===== src/rtl/pfs_defines.vh =====
// register offsets, field positions, reset values and widths for the protector fault bank
`ifndef PFS_DEFINES_VH
`define PFS_DEFINES_VH

// printed register indices; byte address is four times the index
`define PFS_IDX_OV 12'h292
`define PFS_IDX_UT 12'h293
`define PFS_IDX_OT 12'h294
`define PFS_IDX_TONE 12'h295
// interrupt block, chosen indices
`define PFS_IDX_IRQ_STAT 12'h2A0
`define PFS_IDX_IRQ_EN 12'h2A1
`define PFS_IDX_IRQ_CLR 12'h2A2

`define PFS_ADDR_W 14
`define PFS_FLAG_RST 8'h00
`define PFS_CHAN_N 6

// tone register fields
`define PFS_TONE_FAST_BIT 0
`define PFS_TONE_MISS_BIT 1
`define PFS_TONE_REC_BIT 2

// interrupt status fields
`define PFS_EV_OV 0
`define PFS_EV_UT 1
`define PFS_EV_OT 2
`define PFS_EV_REC 3
`define PFS_EV_MISS 4
`define PFS_EV_FAST 5
`define PFS_EV_N 6

`endif


===== src/rtl/pfs_bank.v =====
// protector fault status bank with avalon-mm slave
// Summary of operation
// six cell overvoltage flags, comparator-qualified
// six undertemperature flags, comparator and function qualified
// overtemperature flags forced while reference off
// fault tone arrival sets received flag
// two missed heartbeats set missing flag
// too-frequent heartbeats set too-fast flag
// software ignores too-fast while missing set
// undertemperature flags forced while reference off
//
// Register access over Avalon-MM is this design's own decision.
`timescale 1ns/10ps
`default_nettype none
`include "pfs_defines.vh"

module pfs_bank (
  input wire i_clk, // 40 MHz core clock
  input wire i_rst_n, // sync reset, active low
  input wire [`PFS_ADDR_W-1:0] i_avs_address, // byte address
  input wire i_avs_read, // read request
  input wire i_avs_write, // write request
  input wire [31:0] i_avs_writedata, // write data
  input wire [3:0] i_avs_byteenable, // byte lanes
  output reg [31:0] o_avs_readdata, // read data, registered
  output wire o_avs_waitrequest, // stall
  input wire [5:0] i_cell_ov_raw, // cell overvoltage comparators
  input wire [5:0] i_cell_cmp_en, // cell comparator enables
  input wire [5:0] i_therm_ut_raw, // thermistor undertemperature comparators
  input wire [5:0] i_therm_ot_raw, // thermistor overtemperature comparators
  input wire [5:0] i_therm_cmp_en, // thermistor comparator enables
  input wire i_ut_func_en, // undertemperature protection enabled
  input wire i_thermistor_reference_output_en, // thermistor reference output enabled
  input wire i_fault_tone, // fault tone detected, pulse
  input wire i_hb_missed, // expected heartbeat slot passed empty, pulse
  input wire i_hb_seen, // heartbeat received, pulse
  input wire i_hb_early, // heartbeat arrived before minimum spacing, pulse
  output wire o_irq // level interrupt
);

  localparam ST_IDLE = 2'b01;
  localparam ST_ACK = 2'b10;

  reg [1:0] state_ff;
  reg [1:0] nxt_state;
  reg fault_rec_ff;
  reg hb_miss_ff;
  reg heartbeat_too_fast_ff;
  reg miss_cnt_ff;
  wire [7:0] ov_flags;
  wire [7:0] ut_flags;
  wire [7:0] ot_flags;
  wire [7:0] tone_flags;
  wire ov_rise;
  wire ut_rise;
  wire ot_rise;
  wire [5:0] irq_status;
  wire [5:0] irq_enable;
  wire [5:0] events;
  wire [11:0] word_idx;
  wire req;
  wire wr_take;
  wire lane0;
  reg [31:0] rd_mux;

  // overvoltage flags
  pfs_flag_reg u_ov (
    .i_clk(i_clk),
    .i_rst_n(i_rst_n),
    .i_raw(i_cell_ov_raw),
    .i_valid(i_cell_cmp_en),
    .i_force(1'b0),
    .o_flags(ov_flags),
    .o_rise(ov_rise)
  );

  // undertemperature qualify
  // reference forces fault
  pfs_flag_reg u_ut (
    .i_clk(i_clk),
    .i_rst_n(i_rst_n),
    .i_raw(i_therm_ut_raw),
    .i_valid(i_therm_cmp_en & {`PFS_CHAN_N{i_ut_func_en}}),
    .i_force(~i_thermistor_reference_output_en),
    .o_flags(ut_flags),
    .o_rise(ut_rise)
  );

  // overtemperature with force
  pfs_flag_reg u_ot (
    .i_clk(i_clk),
    .i_rst_n(i_rst_n),
    .i_raw(i_therm_ot_raw),
    .i_valid(i_therm_cmp_en),
    .i_force(~i_thermistor_reference_output_en),
    .o_flags(ot_flags),
    .o_rise(ot_rise)
  );

  // tone flags are sticky until reset; no clearing path exists for them here
  always @(posedge i_clk) begin
    if (!i_rst_n) begin
      fault_rec_ff <= 1'b0;
      hb_miss_ff <= 1'b0;
      heartbeat_too_fast_ff <= 1'b0;
      miss_cnt_ff <= 1'b0;
    end else begin
      // tone received
      if (i_fault_tone) begin
        fault_rec_ff <= 1'b1;
      end
      // second consecutive miss sets flag; a seen heartbeat restarts the count
      if (i_hb_missed) begin
        if (miss_cnt_ff) begin
          hb_miss_ff <= 1'b1;
        end
        miss_cnt_ff <= 1'b1;
      end else if (i_hb_seen) begin
        miss_cnt_ff <= 1'b0;
      end
      // heartbeat too fast
      if (i_hb_early) begin
        heartbeat_too_fast_ff <= 1'b1;
      end
    end
  end

  // both bits reported raw; software gives missing precedence
  assign tone_flags = {5'h00, fault_rec_ff, hb_miss_ff, heartbeat_too_fast_ff};

  // interrupt events on each newly raised flag
  assign events = {
    i_hb_early & ~heartbeat_too_fast_ff,
    i_hb_missed & miss_cnt_ff & ~hb_miss_ff,
    i_fault_tone & ~fault_rec_ff,
    ot_rise,
    ut_rise,
    ov_rise
  };

  // bus decode: word index from byte address
  assign word_idx = i_avs_address[`PFS_ADDR_W-1:2];
  assign req = i_avs_read | i_avs_write;
  assign wr_take = i_avs_write & (state_ff == ST_ACK);
  assign lane0 = i_avs_byteenable[0];

  pfs_irq u_irq (
    .i_clk(i_clk),
    .i_rst_n(i_rst_n),
    .i_events(events),
    .i_clr((wr_take && lane0 && word_idx == `PFS_IDX_IRQ_CLR) ? i_avs_writedata[5:0] : 6'h00),
    .i_en_we(wr_take && lane0 && word_idx == `PFS_IDX_IRQ_EN),
    .i_en_wdata(i_avs_writedata[5:0]),
    .o_status(irq_status),
    .o_enable(irq_enable),
    .o_irq(o_irq)
  );

  // read mux; unmapped and write-only words read zero
  always @* begin
    case (word_idx)
      `PFS_IDX_OV: rd_mux = {24'h000000, ov_flags};
      `PFS_IDX_UT: rd_mux = {24'h000000, ut_flags};
      `PFS_IDX_OT: rd_mux = {24'h000000, ot_flags};
      `PFS_IDX_TONE: rd_mux = {24'h000000, tone_flags};
      `PFS_IDX_IRQ_STAT: rd_mux = {26'h0000000, irq_status};
      `PFS_IDX_IRQ_EN: rd_mux = {26'h0000000, irq_enable};
      default: rd_mux = 32'h00000000;
    endcase
  end

  // one wait cycle lets read data come from a flop
  always @* begin
    case (state_ff)
      ST_IDLE: nxt_state = req ? ST_ACK : ST_IDLE;
      ST_ACK: nxt_state = ST_IDLE;
      default: nxt_state = ST_IDLE;
    endcase
  end

  always @(posedge i_clk) begin
    if (!i_rst_n) begin
      state_ff <= ST_IDLE;
      o_avs_readdata <= 32'h00000000;
    end else begin
      state_ff <= nxt_state;
      if (state_ff == ST_IDLE && i_avs_read) begin
        o_avs_readdata <= rd_mux;
      end
    end
  end

  assign o_avs_waitrequest = req & (state_ff != ST_ACK);

endmodule // pfs_bank
`default_nettype wire


===== src/rtl/pfs_flag_reg.v =====
// one status byte: qualified live flags captured into a flop each cycle
`timescale 1ns/10ps
`default_nettype none
`include "pfs_defines.vh"

module pfs_flag_reg (
  input wire i_clk, // core clock
  input wire i_rst_n, // sync reset, active low
  input wire [5:0] i_raw, // comparator outputs
  input wire [5:0] i_valid, // per-channel qualifier
  input wire i_force, // force all flags to fault
  output wire [7:0] o_flags, // registered flags, reserved bits zero
  output wire o_rise // any flag newly set, one-cycle pulse
);

  reg [5:0] flags_ff;
  wire [5:0] nxt_flags;

  // force wins; a disabled comparator reports no fault
  assign nxt_flags = i_force ? 6'h3F : (i_raw & i_valid);

  // flag capture
  always @(posedge i_clk) begin
    if (!i_rst_n) begin
      flags_ff <= 6'h00;
    end else begin
      flags_ff <= nxt_flags;
    end
  end

  assign o_flags = {2'h0, flags_ff};
  assign o_rise = |(nxt_flags & ~flags_ff);

endmodule // pfs_flag_reg
`default_nettype wire


===== src/rtl/pfs_irq.v =====
// sticky event status with enable mask and level interrupt
`timescale 1ns/10ps
`default_nettype none
`include "pfs_defines.vh"

module pfs_irq (
  input wire i_clk, // core clock
  input wire i_rst_n, // sync reset, active low
  input wire [5:0] i_events, // event pulses
  input wire [5:0] i_clr, // write-one-to-clear pulses
  input wire i_en_we, // enable register write
  input wire [5:0] i_en_wdata, // enable write data
  output wire [5:0] o_status, // sticky status
  output wire [5:0] o_enable, // enable register
  output wire o_irq // level interrupt
);

  reg [5:0] status_ff;
  reg [5:0] enable_ff;

  // set wins over clear so an event in the clearing cycle is kept
  always @(posedge i_clk) begin
    if (!i_rst_n) begin
      status_ff <= 6'h00;
      enable_ff <= 6'h00;
    end else begin
      status_ff <= (status_ff & ~i_clr) | i_events;
      if (i_en_we) begin
        enable_ff <= i_en_wdata;
      end
    end
  end

  assign o_status = status_ff;
  assign o_enable = enable_ff;
  assign o_irq = |(status_ff & enable_ff);

endmodule // pfs_irq
`default_nettype wire


===== config.mk =====
export PLATFORM = sky130hd
export DESIGN_NAME = pfs_bank
export DESIGN_NICKNAME = d
export VERILOG_FILES = /design/src/rtl/pfs_bank.v /design/src/rtl/pfs_flag_reg.v /design/src/rtl/pfs_irq.v
export VERILOG_INCLUDE_DIRS = /design/src /design/src/rtl
export SDC_FILE = /design/constraint.sdc
export NUM_CORES = 1
export LEC_CHECK = 0
export BUFFER_PORTS_ARGS = -buffer_cell sky130_fd_sc_hd__buf_2
export CELL_PAD_IN_SITES_DETAIL_PLACEMENT = 0
export CELL_PAD_IN_SITES_GLOBAL_PLACEMENT = 1
export CORE_UTILIZATION = 35
export DETAILED_ROUTE_END_ITERATION = 7
export PLACE_DENSITY = 0.89
export SYNTH_ARGS = -nofsm -noshare
export SYNTH_HDL_FRONTEND = slang
export SYNTH_HIERARCHICAL = 1
export SYNTH_SLANG_ARGS = --single-unit

===== constraint.sdc =====
create_clock -name i_clk -period 6.1 [get_ports i_clk]
set_input_delay 1.22 -clock i_clk [delete_from_list [all_inputs] [get_ports i_clk]]
set_output_delay 1.22 -clock i_clk [all_outputs]
set_load 0.02 [all_outputs]

Word-level counts from Yosys, hierarchy flattened

Cells that the tools add are included.

Bits in registers: 68
Bits in latches: 0
Memory bits (writable): 0
Bits in read-only memories: 0
Input port bits: 90
Logic and storage cells: 63
Memories: 0

$add $sub $neg: 0
Multiply operators: 0
Div/mod/pow operators: 0
$lt $le $gt $ge: 0
Eq/ne operators: 10
Shifts and indexed selects: 0
Multiplexer cells: 7
Bitwise logic cells: 24
Reductions and logical operators: 11

Operators by type and width:

| cell                                                               | count |
|---|---|
| 12-bit by 10-bit == test with 1-bit output (second input constant) | 7 |
| 6-bit bitwise AND                                                  | 9 |
| 6-bit one-hot mux with 6 select lines                              | 1 |
| 6-bit NOT                                                          | 4 |
| 6-bit OR reduction                                                 | 4 |
| 6-bit two-way mux                                                  | 3 |
| 1-bit bitwise AND                                                  | 6 |
| 6-bit bitwise OR                                                   | 1 |
| 1-bit logical AND                                                  | 4 |
| 2-bit AND reduction                                                | 2 |
| 1-bit NOT                                                          | 3 |
| 2-bit by 1-bit == test with 1-bit output (second input constant)   | 1 |
| 2-bit == test (second input constant)                              | 1 |
| 1-bit two-way mux                                                  | 2 |
| 2-bit two-way mux                                                  | 1 |
| 2-bit != test (second input constant)                              | 1 |
| 2-bit nonzero test                                                 | 1 |
| 1-bit bitwise OR                                                   | 1 |

Depth between registers and ports, before layout

Depth in word-level cells: 8
Gate-level depth with buffers: 7
Gate-level depth less buffers: 6

Cells and area by module

Netlist, hierarchy kept.

By module, submodules not included:

| module       | times used | cells an instance | area an instance (µm²) | sequential area each (µm²) |
|---|---|---|---|---|
| pfs_bank     | 1          | 172               | 1342.5                 | 280.3 |
| pfs_flag_reg | 3          | 25                | 236.5                  | 120.1 |
| pfs_irq      | 1          | 42                | 464.2                  | 240.2 |

Worst setup path before layout

No wires, ideal clock.

Kind: in2reg
From: input port i_avs_address[10]
To: register u_irq.status_ff[0] (netlist: u_irq/o_status[0])
Library setup time: 0.115 ns
Arrival time: 2.737 ns
Data required time: 5.985 ns
Path slack: 3.249 ns
Stages: 7
Path buffers: 1
Cells stage by stage: or3b_1 > buf_6 > or3_4 > nor4_4 > and2_1 > nor2b_1 > o21a_1

Word-level cells in the longest chain between the ends: 6

RTL lines:

| element                                              | RTL line       | text |
|---|---|---|
| from (decl)                                          | pfs_bank.v:20  | `` input wire [`PFS_ADDR_W-1:0] i_avs_address, `` |
| 12-bit by 10-bit == test with 1-bit output (no line) | --             |  |
| 1-bit logical AND (no line)                          | --             |  |
| 6-bit two-way mux                                    | pfs_bank.v:151 | `` .i_clr((wr_take && lane0 && word_idx == `PFS_IDX_IRQ_CLR) ? i_avs_writedata[5:0] : 6'h00), `` |
| 6-bit NOT                                            | pfs_irq.v:27   | `status_ff <= (status_ff & ~i_clr) \| i_events;` |
| 6-bit bitwise AND                                    | pfs_irq.v:27   |  |
| 6-bit bitwise OR                                     | pfs_irq.v:27   |  |
| to (signal assigned)                                 | pfs_irq.v:27   |  |
| to (decl)                                            | pfs_irq.v:18   | `reg [5:0] status_ff;` |

No other way between the ends.
A chain may end at the register's enable or synchronous reset.

Worst setup path in the final report

From: input port i_avs_address[10]
To: register u_irq.enable_ff[5] (netlist: u_irq/o_enable[5])

Word-level cells in the longest chain between the ends: 2

RTL lines:

| element                                    | RTL line     | text |
|---|---|---|
| 12-bit by 10-bit == test with 1-bit output | --           |  |
| 1-bit logical AND (no line)                | --           |  |
| to (signal assigned)                       | pfs_irq.v:29 | `enable_ff <= i_en_wdata;` |
| to (decl)                                  | pfs_irq.v:19 | `reg [5:0] enable_ff;` |

No other way between the ends.

==> impl_metrics.tcl <==
set metrics [dict create \
    outcome "complete, no violations" \
    diodes 0 \
    worstMarginPinSlew_ns 1.19 \
    dp_hpwl_um 4530 \
    clk_path_buf_depth 2 \
    crit_start "i_avs_address[10]" \
    synth_cell_types 50 \
    layout-drive-gt1-share 0.270 \
    drtAntennaViolNets 0 \
    fmax_mhz 288 \
    fin_cells 455 \
    avgRoutedWirePerCell_um 12.8 \
    leakagePower_nw 1.29 \
    grt_pass1_vias 1951 \
    crit_chain "buf_2, or3b_1, nor4_4, nor3b_1, mux2i_1, nor2b_1" \
    viasPerCell 4.73 \
    drv_slew 0 \
    post_cts_buffers 0 \
    cp_max_fo 10 \
    cts_tree "yes" \
    grt_antenna_before_repair 0 \
    grt_setup_unrepaired "no" \
    clkLatencyLatePin_ns 0.31 \
    fin_skew_ns 0.0136 \
    crit_type "in -> reg" \
    finalSetupViolCount 0 \
    p_switching_mw 0.172 \
    fin_nets 448 \
    holdBufCountCts 0 \
    clock_sinks 44 \
    cp_num_buf_inv 1 \
    finalCriticalPeriod_ns 3.47 \
    clk_pin_slew_worst_paths_ns 0.08 \
    rows 30 \
    core-area_sq_um 6870 \
    hold_path_startpoint "o_avs_readdata[5]$_SDFFE_PN0P_" \
    synth_seq_area_share 0.350 \
    synthesis.instances 289 \
    crit_slowest_cell "nor3b_1" \
    final_core_util 0.434 \
    reg2reg_from "state_ff[0]$_SDFF_PN1_" \
    worst_hold_slack_ns 0.459 \
    grt_start_max_net_pins 37 \
    p_int_mw 0.551 \
    pwr-share-clk 0.425 \
    fillers 710 \
    synth_enable_flop_cells 0 \
    fin_tns_setup_ns 0 \
    grt.overflow.total 0 \
    timing.final.crit_share 0.569 \
    maxCapViolations 0 \
    pre_cts_ws_ns 2.33 \
    initial_core_util 0.366 \
    ys_seq_elements 44 \
    required_ns 6.29 \
    die_width_um 86.8 \
    post_cts_resized 0 \
    grt_pass1_wl_um 9370 \
    track_usage 0.163 \
    start_kind "primary input" \
    netlist_area_sq_um 2520 \
    dp_cells 447 \
    worstPathArrival_ns 3.67 \
    finalInstanceArea_sq_um 2980 \
    p_seq_frac 0.432 \
    async_reset_ff_frac 0 \
    p_per_area_nw_per_um2 243 \
    layout_commonest_cell "buf_2" \
    cts_max_level 2 \
    slew_headroom 0.203 \
    io_buffers 68 \
    die-height_um 86.8 \
    combPwrFrac 0.143 \
    io_pins 124 \
    gp_congestion 0.846 \
    total_power_mw 0.723 \
    placed_area_sq_um 2820 \
    ir_drop_v 0.0000942 \
    remaining_drc_errors 0 \
    end_kind "flop" \
    hp-class "reg -> reg" \
    cpLargestDelayFamily "simple AND/OR/NAND/NOR gates" \
    layout.cells.most_common_list "buf_2, dfxtp_1, conb_1" \
    setup_ws_ns 2.63 \
    synth_ff_type "dfxtp_1" \
    dieArea_sq_um 7530 \
    cts_buffers 5 \
    cts_root_buf "clkbuf_8" \
    netSwitchingFraction 0.238 \
    first_pass_iters 4 \
    routed_wl_um 5820 \
    yosysWarnings 6 \
    vias 2152 \
    cp_slowest_stage_delay_ns 1.00 \
    finalHoldViolations 0 \
    avgSynthCellArea_sq_um 8.71 \
    area_growth_pct 18.4 \
    drt_iter0_markers 134 \
]
==> metal layers <==
layer / vias to the layer above / global-route usage / wire (um)
met5: - / 0 / 0
met3: 8 / 0.0390 / 336
met1: 971 / 0.222 / 2760
met2: 79 / 0.258 / 2670
li1: 1094 / - / -
met4: 0 / 0.0455 / 60
==> power groups by stage <==
stage / Combinational [mW] / Sequential [mW] / Clock [mW]
floorplan: 0.0802 / 0.318 / 0
global placement: 0.101 / 0.319 / 0
detailed placement: 0.102 / 0.319 / 0
CTS: 0.103 / 0.313 / 0.311
global route: 0.115 / 0.315 / 0.325
finish: 0.103 / 0.312 / 0.307
==> synthesized netlist by cell type (all sizes together) (3+ instances only) <==
cell type	number	area share
o21a	6	0.018
o22ai	9	0.022
or3	5	0.015
buf	37	0.11
nor2	16	0.024
a21oi	26	0.052
nor4	8	0.032
nand2	8	0.012
mux2i	11	0.044
dfxtp	44	0.35
nor3	4	0.0080
inv	8	0.012
nor2b	25	0.062
o21ai	7	0.014
conb	4	0.0060
or3b	3	0.010
nand3	4	0.0080
and2b	10	0.032
mux2	7	0.031
and2	12	0.030
nand3b	5	0.015
a22oi	3	0.0090
==> cell type report <==
class | count | area, sq um | area share
Tap cell | 96 | 120 | 0.0403
Timing Repair Buffer | 68 | 340 | 0.114
Inverter | 8 | 30.0 | 0.0101
Sequential cell | 44 | 881 | 0.296
Clock inverter | 3 | 90.1 | 0.0302
Clock buffer | 5 | 68.8 | 0.0231
Multi-Input combinational cell | 231 | 1450 | 0.486
==> worst register-to-register path, delay by kind of cell, from the launching register on <==
family,cells,cell delay (ns)
multiplexers,1,0.28
flip-flops,1,0.34
AND/OR/NAND/NOR,4,1.44
==> logic make-up after synthesis <==
| logic type | share of synthesized area |
|---|---|
| simple gates | 0.289 |
| other cells | 0.00597 |
| flops | 0.350 |
| compound gates | 0.158 |
| buf+inv | 0.122 |
| mux | 0.0751 |
==> registers in the layout, indices dropped and copies added, names as in the netlist <==
register               count
u_ut/flags_ff              6
o_avs_readdata             8
u_ov/flags_ff              6
fault_rec_ff               1
u_irq/o_enable             6
heartbeat_too_fast_ff      1
u_ot/flags_ff              6
hb_miss_ff                 1
u_irq/o_status             6
miss_cnt_ff                1
state_ff                   2
==> path summary, 6_finish.rpt <==
check	depth (start not counted)	end	slack (ns)
worst max-delay path	6	u_irq/o_enable[5]$_SDFFE_PN0P_	2.63
worst max register to register	5	u_irq/o_enable[5]$_SDFFE_PN0P_	3.93
worst min register to register	2	o_avs_readdata[5]$_SDFFE_PN0P_	0.46
worst min-delay path	2	o_avs_readdata[5]$_SDFFE_PN0P_	0.46
(Power assumes the default switching activity.)
